### config.mk
export PLATFORM = sky130hd
export DESIGN_NAME = quadrature_and_revolution_input
export DESIGN_NICKNAME = d
export VERILOG_FILES = /design/src/rtl/qri_pkg.sv /design/src/rtl/pos_if.sv /design/src/rtl/quadrature_and_revolution_input.sv /design/src/rtl/quad_decoder.sv /design/src/rtl/rev_sensor.sv
export SDC_FILE = /design/constraint.sdc
export NUM_CORES = 1
export LEC_CHECK = 0
export BUFFER_PORTS_ARGS = -buffer_cell sky130_fd_sc_hd__buf_2
export CORE_MARGIN = 2
export CORE_UTILIZATION = 50
export CTS_CLUSTER_DIAMETER = 50
export DETAILED_ROUTE_END_ITERATION = 8
export HOLD_SLACK_MARGIN = 0.12
export PLACE_DENSITY = 0.68
export SYNTH_ARGS = -nofsm -noshare
export SYNTH_HDL_FRONTEND = slang
export SYNTH_SLANG_ARGS = --single-unit
### constraint.sdc
create_clock -name clk -period 7.05 [get_ports clk]
set_clock_uncertainty 0.1 [all_clocks]
set_input_delay 1.41 -clock clk [delete_from_list [all_inputs] [get_ports clk]]
set_output_delay 1.41 -clock clk [all_outputs]
set_load 0.1 [all_outputs]
### src/rtl/qri_pkg.sv
/*
  Constants for the quadrature and revolution input block: register map,
  field positions, reset values and timing figures.
  Assumes a 40 MHz system clock and a 32-bit APB register bus.
*/
package qri_pkg;
  // register byte offsets
  localparam logic [7:0] CTRL_OFS = 8'h00;
  localparam logic [7:0] CPR_OFS = 8'h04;
  localparam logic [7:0] POS_OFS = 8'h08;
  localparam logic [7:0] SPEED_OFS = 8'h0C;
  localparam logic [7:0] STATUS_OFS = 8'h10;
  localparam logic [7:0] REVCNT_OFS = 8'h14;
  // control fields
  localparam int CTRL_PRIMARY_BIT = 0;
  localparam int CTRL_REV_INV_BIT = 1;
  localparam int CTRL_COUNT_EN_BIT = 2;
  localparam int CTRL_STALL_EN_BIT = 3;
  localparam int CTRL_CLEAR_BIT = 4;
  localparam int CTRL_WIDTH = 4;
  localparam logic [3:0] CTRL_RESET = 4'h4;
  // status fields
  localparam int STAT_PHASE_ERR_BIT = 0;
  localparam int STAT_STALL_BIT = 1;
  localparam int STAT_REV_LEVEL_BIT = 2;
  localparam int STAT_DIR_BIT = 3;
  // encoder resolution
  localparam int CPR_WIDTH = 16;
  localparam logic [15:0] CPR_RESET = 16'h0400;
  localparam logic [15:0] CPR_MIN = 16'h0018;
  // timing
  localparam int CLK_HZ = 40_000_000;
  localparam int SPEED_WINDOW_MS = 100;
  localparam int STALL_TIMEOUT_MS = 500;
  localparam logic [31:0] RPM_SCALE = 32'(60_000 / SPEED_WINDOW_MS);
  localparam int SPEED_WINDOW_CYC = CLK_HZ / 1000 * SPEED_WINDOW_MS;
  localparam int STALL_TIMEOUT_CYC = CLK_HZ / 1000 * STALL_TIMEOUT_MS;
endpackage

### src/rtl/pos_if.sv
/*
  Carrier between the top of the position input block and its decoder
  and revolution sensor conditioner.
  Assumes all three run on the same clock.
*/
`timescale 1ns/10ps
interface pos_if;
  logic raw_first;
  logic raw_second;
  logic raw_rev;
  logic rev_invert;
  logic step_up;
  logic step_dn;
  logic phase_err;
  logic rev_level;
  logic rev_event;
  modport dec (input raw_first, input raw_second, output step_up, output step_dn, output phase_err);
  modport rev (input raw_rev, input rev_invert, output rev_level, output rev_event);
  modport top (output raw_first, output raw_second, output raw_rev, output rev_invert,
               input step_up, input step_dn, input phase_err, input rev_level, input rev_event);
endinterface

### src/rtl/quadrature_and_revolution_input.sv
/*
  Position feedback input: quadrature counting, speed in rpm, revolution
  sensor stall watch, all behind an APB slave.
  Assumes encoder and sensor pins are already at logic levels and the
  step generator supplies its own step position.
*/
`timescale 1ns/10ps
// Contract
// - Every edge of both phases gives one count, four counts per period.
// - Counting keeps up with each phase at 200 kHz, 800,000 counts per second.
// - Counts per revolution is set by software and covers at least 24 to 1024.
// - Software selects the encoder as primary position sensor or as a slip monitor only; in monitor mode position reads step_pos and no slip check is made.
// - In primary mode the position reads directly in encoder counts.
// - In primary mode speed is computed in rpm from count rate and counts per revolution.
// - By default a low sensor level means active.
// - An unconnected sensor idles high and thus reads inactive by default.
// - A polarity setting makes a high sensor level the active one.
// - Revolution events serve stall detection and mark home refinement.
module quadrature_and_revolution_input #(
  parameter int SPEED_WINDOW_CYC = qri_pkg::SPEED_WINDOW_CYC,
  parameter int STALL_TIMEOUT_CYC = qri_pkg::STALL_TIMEOUT_CYC
) (
  input wire logic clk,                 // 40 MHz system clock
  input wire logic resetn,              // async reset, active low
  input wire logic psel,                // APB select
  input wire logic penable,             // APB access phase
  input wire logic pwrite,              // APB direction
  input wire logic [7:0] paddr,         // APB byte address
  input wire logic [31:0] pwdata,       // APB write data
  output logic [31:0] prdata,           // APB read data
  output logic pready,                  // APB ready
  output logic pslverr,                 // APB error, unmapped address
  input wire logic quad_phase_first,    // encoder first phase
  input wire logic quad_phase_second,   // encoder second phase
  input wire logic rev_in,              // revolution sensor pin
  input wire logic [31:0] step_pos,     // position in steps from step generator
  input wire logic motor_moving,        // motion in progress
  output logic home_mark,               // one pulse per sensor activation
  output logic stall_alarm              // stall detected, sticky
);
  pos_if pif ();

  quad_decoder u_dec (
    .clk(clk),
    .resetn(resetn),
    .q(pif.dec)
  );

  rev_sensor u_rev (
    .clk(clk),
    .resetn(resetn),
    .r(pif.rev)
  );

  logic [qri_pkg::CTRL_WIDTH-1:0] ctrl_reg;
  logic [qri_pkg::CPR_WIDTH-1:0] cpr_reg;
  logic [31:0] enc_pos_reg;
  logic [31:0] win_cnt_reg;
  logic [31:0] win_cycles_reg;
  logic [31:0] speed_reg;
  logic [31:0] num_reg;
  logic [16:0] rem_reg;
  logic [5:0] div_cnt_reg;
  logic div_busy_reg;
  logic phase_err_reg;
  logic stall_reg;
  logic dir_reg;
  logic [15:0] revcnt_reg;
  logic [31:0] stall_cnt_reg;
  logic [31:0] prdata_reg;
  logic pready_reg;
  logic pslverr_reg;
  logic home_mark_reg;

  assign pif.raw_first = quad_phase_first;
  assign pif.raw_second = quad_phase_second;
  assign pif.raw_rev = rev_in;

  // control decode
  wire primary = ctrl_reg[qri_pkg::CTRL_PRIMARY_BIT];
  wire count_en = ctrl_reg[qri_pkg::CTRL_COUNT_EN_BIT];
  wire stall_en = ctrl_reg[qri_pkg::CTRL_STALL_EN_BIT];
  assign pif.rev_invert = ctrl_reg[qri_pkg::CTRL_REV_INV_BIT];

  // bus decode; zero-wait access, answer registered in the setup cycle
  wire setup = psel & ~penable;
  wire access = psel & penable & pready_reg;
  wire wr = access & pwrite;
  wire sel_ctrl = paddr == qri_pkg::CTRL_OFS;
  wire sel_cpr = paddr == qri_pkg::CPR_OFS;
  wire sel_pos = paddr == qri_pkg::POS_OFS;
  wire sel_speed = paddr == qri_pkg::SPEED_OFS;
  wire sel_status = paddr == qri_pkg::STATUS_OFS;
  wire sel_revcnt = paddr == qri_pkg::REVCNT_OFS;
  wire mapped = sel_ctrl | sel_cpr | sel_pos | sel_speed | sel_status | sel_revcnt;
  wire wr_ctrl = wr & sel_ctrl;
  wire wr_cpr = wr & sel_cpr;
  wire wr_status = wr & sel_status;
  wire clear_pos = wr_ctrl & pwdata[qri_pkg::CTRL_CLEAR_BIT];

  // in monitor mode the reported position stays in motor steps
  wire [31:0] pos_view = primary ? enc_pos_reg : step_pos;
  wire [31:0] status_view = {28'h0000000, dir_reg, pif.rev_level, stall_reg, phase_err_reg};
  wire [31:0] rd_mux = sel_ctrl ? {28'h0000000, ctrl_reg} :
                       sel_cpr ? {16'h0000, cpr_reg} :
                       sel_pos ? pos_view :
                       sel_speed ? speed_reg :
                       sel_status ? status_view :
                       sel_revcnt ? {16'h0000, revcnt_reg} : 32'h00000000;

  // resolution below the customary floor is clamped, keeps the divider sane
  wire [15:0] cpr_eff = (cpr_reg < qri_pkg::CPR_MIN) ? qri_pkg::CPR_MIN : cpr_reg;

  // position count
  wire do_up = pif.step_up & count_en;
  wire do_dn = pif.step_dn & count_en;
  wire [31:0] pos_next = clear_pos ? 32'h00000000 :
                         do_up ? enc_pos_reg + 32'h00000001 :
                         do_dn ? enc_pos_reg - 32'h00000001 : enc_pos_reg;

  // speed window and rpm divider
  wire win_end = win_cycles_reg == 32'(SPEED_WINDOW_CYC - 1);
  // a pulse on the boundary cycle opens the next window instead of being lost
  wire [31:0] cnt_inc = {31'h00000000, do_up | do_dn};
  wire [31:0] win_cnt_next = win_end ? cnt_inc : win_cnt_reg + cnt_inc;
  wire [31:0] rpm_num = 32'(win_cnt_reg * qri_pkg::RPM_SCALE);
  wire [16:0] trial = {rem_reg[15:0], num_reg[31]};
  wire trial_ge = trial >= {1'b0, cpr_eff};
  wire [16:0] rem_next = trial_ge ? 17'(trial - {1'b0, cpr_eff}) : trial;
  wire div_last = div_busy_reg & (div_cnt_reg == 6'h1F);

  // stall watch: no activation for the timeout while moving
  wire stall_hit = stall_en & motor_moving & ~pif.rev_event &
                   (stall_cnt_reg == 32'(STALL_TIMEOUT_CYC - 1));
  wire [31:0] stall_cnt_next = (pif.rev_event | ~motor_moving | stall_hit) ? 32'h00000000 :
                               stall_cnt_reg + 32'h00000001;

  // sticky flags, hardware set wins over write-one-to-clear
  wire phase_err_next = pif.phase_err | (phase_err_reg & ~(wr_status & pwdata[qri_pkg::STAT_PHASE_ERR_BIT]));
  wire stall_next = stall_hit | (stall_reg & ~(wr_status & pwdata[qri_pkg::STAT_STALL_BIT]));

  always_ff @(posedge clk or negedge resetn) begin
    if (!resetn) begin
      ctrl_reg <= qri_pkg::CTRL_RESET;
    end else if (wr_ctrl) begin
      ctrl_reg <= pwdata[qri_pkg::CTRL_WIDTH-1:0];
    end
  end

  always_ff @(posedge clk or negedge resetn) begin
    if (!resetn) begin
      cpr_reg <= qri_pkg::CPR_RESET;
    end else if (wr_cpr) begin
      cpr_reg <= pwdata[qri_pkg::CPR_WIDTH-1:0];
    end
  end

  always_ff @(posedge clk or negedge resetn) begin
    if (!resetn) begin
      enc_pos_reg <= 32'h00000000;
    end else begin
      enc_pos_reg <= pos_next;
    end
  end

  always_ff @(posedge clk or negedge resetn) begin
    if (!resetn) begin
      dir_reg <= 1'b0;
    end else if (do_up | do_dn) begin
      dir_reg <= do_up;
    end
  end

  always_ff @(posedge clk or negedge resetn) begin
    if (!resetn) begin
      phase_err_reg <= 1'b0;
    end else begin
      phase_err_reg <= phase_err_next;
    end
  end

  always_ff @(posedge clk or negedge resetn) begin
    if (!resetn) begin
      win_cycles_reg <= 32'h00000000;
    end else begin
      win_cycles_reg <= win_end ? 32'h00000000 : win_cycles_reg + 32'h00000001;
    end
  end

  always_ff @(posedge clk or negedge resetn) begin
    if (!resetn) begin
      win_cnt_reg <= 32'h00000000;
    end else begin
      win_cnt_reg <= win_cnt_next;
    end
  end

  // restoring divide, one quotient bit per clock; quotient replaces numerator
  always_ff @(posedge clk or negedge resetn) begin
    if (!resetn) begin
      num_reg <= 32'h00000000;
      rem_reg <= 17'h00000;
    end else if (win_end) begin
      num_reg <= rpm_num;
      rem_reg <= 17'h00000;
    end else if (div_busy_reg) begin
      num_reg <= {num_reg[30:0], trial_ge};
      rem_reg <= rem_next;
    end
  end

  always_ff @(posedge clk or negedge resetn) begin
    if (!resetn) begin
      div_cnt_reg <= 6'h00;
      div_busy_reg <= 1'b0;
    end else if (win_end) begin
      div_cnt_reg <= 6'h00;
      div_busy_reg <= 1'b1;
    end else if (div_busy_reg) begin
      div_cnt_reg <= div_cnt_reg + 6'h01;
      div_busy_reg <= ~div_last;
    end
  end

  always_ff @(posedge clk or negedge resetn) begin
    if (!resetn) begin
      speed_reg <= 32'h00000000;
    end else if (!primary) begin
      speed_reg <= 32'h00000000;
    end else if (div_last) begin
      speed_reg <= {num_reg[30:0], trial_ge};
    end
  end

  always_ff @(posedge clk or negedge resetn) begin
    if (!resetn) begin
      stall_cnt_reg <= 32'h00000000;
    end else begin
      stall_cnt_reg <= stall_cnt_next;
    end
  end

  always_ff @(posedge clk or negedge resetn) begin
    if (!resetn) begin
      stall_reg <= 1'b0;
    end else begin
      stall_reg <= stall_next;
    end
  end

  always_ff @(posedge clk or negedge resetn) begin
    if (!resetn) begin
      revcnt_reg <= 16'h0000;
    end else begin
      revcnt_reg <= revcnt_reg + {15'h0000, pif.rev_event};
    end
  end

  always_ff @(posedge clk or negedge resetn) begin
    if (!resetn) begin
      home_mark_reg <= 1'b0;
    end else begin
      home_mark_reg <= pif.rev_event;
    end
  end

  always_ff @(posedge clk or negedge resetn) begin
    if (!resetn) begin
      prdata_reg <= 32'h00000000;
    end else if (setup) begin
      prdata_reg <= pwrite ? 32'h00000000 : rd_mux;
    end
  end

  always_ff @(posedge clk or negedge resetn) begin
    if (!resetn) begin
      pready_reg <= 1'b0;
    end else begin
      pready_reg <= setup;
    end
  end

  always_ff @(posedge clk or negedge resetn) begin
    if (!resetn) begin
      pslverr_reg <= 1'b0;
    end else begin
      pslverr_reg <= setup & ~mapped;
    end
  end

  assign prdata = prdata_reg;
  assign pready = pready_reg;
  assign pslverr = pslverr_reg;
  assign home_mark = home_mark_reg;
  assign stall_alarm = stall_reg;
endmodule

### src/rtl/quad_decoder.sv
/*
  Four-times quadrature decoder: synchronises both phases, emits one
  count pulse per edge of either phase, flags a skipped state.
  Assumes phase edges at least three clocks apart.
*/
`timescale 1ns/10ps
module quad_decoder (
  input wire logic clk,     // system clock
  input wire logic resetn,  // async reset, active low
  pos_if.dec q              // phases in, count pulses out
);
  logic [1:0] sync1_reg;
  logic [1:0] sync2_reg;
  logic [1:0] prev_reg;
  logic up_reg;
  logic dn_reg;
  logic err_reg;
  logic [2:0] warm_reg;
  // history trusted only after three samples; the pins' first values
  // would otherwise compare against reset values and fake a move
  wire live = warm_reg[2];
  wire chg_first = sync2_reg[0] ^ prev_reg[0];
  wire chg_second = sync2_reg[1] ^ prev_reg[1];
  wire one_edge = live & (chg_first ^ chg_second);
  wire both_moved = live & chg_first & chg_second;
  wire phase_diff = sync2_reg[0] ^ sync2_reg[1];
  // first phase leading counts up
  wire up_next = one_edge & (chg_first ? phase_diff : ~phase_diff);
  wire dn_next = one_edge & ~up_next;

  always_ff @(posedge clk or negedge resetn) begin
    if (!resetn) begin
      sync1_reg <= 2'h3;
      sync2_reg <= 2'h3;
      prev_reg <= 2'h3;
      up_reg <= 1'b0;
      dn_reg <= 1'b0;
      err_reg <= 1'b0;
      warm_reg <= 3'h0;
    end else begin
      warm_reg <= {warm_reg[1:0], 1'b1};
      sync1_reg <= {q.raw_second, q.raw_first};
      sync2_reg <= sync1_reg;
      prev_reg <= sync2_reg;
      up_reg <= up_next;
      dn_reg <= dn_next;
      err_reg <= both_moved; // lost state, both moved at once
    end
  end

  assign q.step_up = up_reg;
  assign q.step_dn = dn_reg;
  assign q.phase_err = err_reg;
endmodule

### src/rtl/rev_sensor.sv
/*
  Revolution sensor conditioner: synchronises the input, applies the
  selected polarity, pulses once per becoming active.
  Assumes the pin idles high when nothing is connected.
*/
`timescale 1ns/10ps
module rev_sensor (
  input wire logic clk,     // system clock
  input wire logic resetn,  // async reset, active low
  pos_if.rev r              // sensor pin in, level and event out
);
  logic sync1_reg;
  logic sync2_reg;
  logic level_reg;
  logic event_reg;
  // low is active unless inverted; idle high therefore reads inactive
  wire active = r.rev_invert ? sync2_reg : ~sync2_reg;

  always_ff @(posedge clk or negedge resetn) begin
    if (!resetn) begin
      sync1_reg <= 1'b1;
      sync2_reg <= 1'b1;
      level_reg <= 1'b0;
      event_reg <= 1'b0;
    end else begin
      sync1_reg <= r.raw_rev;
      sync2_reg <= sync1_reg;
      level_reg <= active;
      event_reg <= active & ~level_reg;
    end
  end

  assign r.rev_level = level_reg;
  assign r.rev_event = event_reg;
endmodule

==> impl_metrics.toml <==
[status]
outcome = "finished clean"

[layout]
layout.nets = 2374
drive_above_1_share_pct = 11.6
multi_input_area_sq_um = 10800
final_core_util_pct = 57.1
diodes = 0
final_common_cell = "dfrtp_1"
final_cell_mix = "290 x dfrtp_1, 219 x nand2_1, 175 x nor2_1"
final_area_sq_um = 21600
syn2layout_area_growth_pct = 12.2
fillers = 3300
final-seq-area_sq_um = 7570

[synth]
synthCells = 2032
ys.flop_type = "dfrtp_1"
syn_area_per_cell_sq_um = 9.46
synth_enable_flop_cells = 0
yosysSeqAreaShare_pct = 39.4
ys.warnings.count = 0
syn_area_sq_um = 19200
async_flop_share_pct = 100
post_synth_num_cell_types = 77
syn-num-nets = 2293
ys_ff_latch = 302

[routing]
ant_nets = 0
num_vias = 14600
drt-initial-drc-count = 768
avgViaCountPerCell = 5.50
wirelength_um = 43000
wl_per_cell_um = 16.2
drtPass1Iterations = 8
drc_errors = 0

[clock_network]
cts_max_level = 2
cts_tree = "done"
clock_path_buffers = 3
cts_resized = 0
ctsHoldBuffers = 0
cts_setup_buffers = 0
cts-buffers-inserted = 41
insertion_delay_ps = 560
clkSlewWorstSetupHoldPaths_ps = 50
cts_sinks = 302
clockRootBuffer = "clkbuf_16"

[global_route]
grt_max_degree = 137
gr-total-overflow = 0
grt_pass1_wl_um = 71900
track_usage_pct = 22.1
grt_pass1_vias = 14500
antenna_found_initial = 0

[timing]
timing.final.crit_period_ps = 4720
worst_pin_slew_ps = 1220
whs_ps = 254
finalSetupTns_ps = 0
post-route-period-util_pct = 66.9
hold_viol = 0
drv_slew = 0
slew_headroom_pct = 18.1
max_freq_mhz = 212
rsz0062_at_grt = "false"
finalSetupViolations = 0

[worst_setup_path]
crit_start = "win_cnt_reg[5]"
cpPeakStageDelay_ps = 540
critPathKind = "reg -> reg"
startpoint_type = "flip-flop"
crit_chain = "ha_1, ha_1, fa_1, inv_1, fa_1, inv_1, ha_1, a21o_1, a21o_1, a21oi_1, o211ai_1, a2111oi_2, nor2_1, a21oi_1, xor2_1, mux2i_1"
crit_top_cell = "ha_1"
cp.arrival_ps = 5020
cp_max_fo = 6
end_kind = "flip-flop"
cp_slowest_cell = "fa_1"
critical_path_required_ps = 7350
r2r_start = "win_cnt_reg[5]"

[floorplan]
initial_utilization_pct = 50.9
num_rows = 71
die_area_sq_um = 40000
die_x_um = 200
ios = 117
die_h_um = 200
core_sq_um = 37800

[min_path]
hp-start = "u_dec.warm_reg[1]"
hold_class = "reg -> reg"

[place]
gp_congestion = 0.893
io_buffers = 100
place_hpwl_um = 30700
dpl_cell_area_sq_um = 20200

[power]
p_per_area_nw_per_um2 = 187
ir_drop_mv = 0.143
p_leak_uw = 0.0101

[run]
cap_violations = 0
-- worst paths after layout --
kind                       cells after the start                 to  slack [ps]
setup reg to reg                              16        num_reg[28]        2330
hold / removal                                 0  u_dec.warm_reg[2]         250
min in group asynchronous                      1  stall_cnt_reg[21]         750
hold reg to reg                                0  u_dec.warm_reg[2]         250
setup / recovery                              16        num_reg[28]        2330
max in group asynchronous                      2  win_cycles_reg[7]        4710
-- synthesized netlist by cell type (4+ instances only) --
master      n  area [sq um]
o31ai_1     6          45.0
nand2b_1   15          93.8
inv_1     147           552
a22o_1     19           166
nor4_1     15          93.8
o21ai_0    74           370
a222oi_1   12           120
and3_1     22           138
nor2_1    175           657
clkbuf_1   67           251
a211oi_1   18           135
a31oi_1     6          37.5
nor4b_1     4          35.0
mux2_2     38           428
or2_2       4          25.0
fa_1       47           941
buf_1       6          22.5
nand2_1   219           822
and4_1      6          52.6
nor2b_1    19           119
mux2i_1    66           661
o221ai_1    5          43.8
and2_1     10          62.6
xor2_1     63           552
nand4_1    34           213
a21oi_1   130           651
o21bai_1   12          90.1
o21ai_1    24           120
dfrtp_1   292          7310
nor3_1     26           130
dfstp_2    10           263
a21boi_0   32           240
a22oi_1     4          30.0
or3_1       9          56.3
nand3_1    63           315
xnor2_1    99           867
a21o_1     34           255
o21a_1     11          82.6
ha_1      133          1660
-- kinds of logic after synthesis --
| kind of cell | synth area share, % |
|---|---|
| AO/OA/AOI/OAI | 14.3 |
| XOR/XNOR | 7.38 |
| adder cells (fa/ha/maj) | 13.5 |
| buffers and inverters | 4.40 |
| flip-flops | 39.4 |
| multiplexers | 5.72 |
| other | 0.0195 |
| AND/OR/NAND/NOR | 15.2 |
-- layout make-up --
class	count	share of cell area, %
clock buffer	55	5.38
timing repair buffer	113	2.88
multi-input combinational	1506	50.1
tap	511	2.96
inverter	149	2.59
sequential	302	35.1
clock inverter	20	0.957
-- per-stage QoR --
stage	total power, uW	cells	setup slack (ps)
CTS	4080	2656	2340
detailed placement	2020	2581	2360
global placement	2010	2581	2440
finish	4030	2656	2330
global route	4180	2656	2070
floorplan	1930	2032	2760
-- per-layer routing --
layer	wire [um]	part of all wire [%]	GRT usage (%)
met4	1050	2.4	6.86
met2	19600	46	35.7
met5	0	0	0
met1	20100	47	30.7
met3	2220	5.2	3.53
-- critical path, delay by kind of cell (launching register included) --
kind | cells | cell delay [ps]
simple gates | 1 | 170
mux | 1 | 80
buf+inv | 2 | 90
fa+ha+maj | 5 | 2030
xor+xnor | 1 | 160
flops | 1 | 480
compound gates | 6 | 1460
-- report_power, final --
group | switching (uW) | internal (uW) | total [uW]
combinational | 124 | 66.5 | 190
sequential | 30.8 | 1770 | 1800
clock | 803 | 1240 | 2040
No activity file was read; power rests on OpenSTA's default activity.
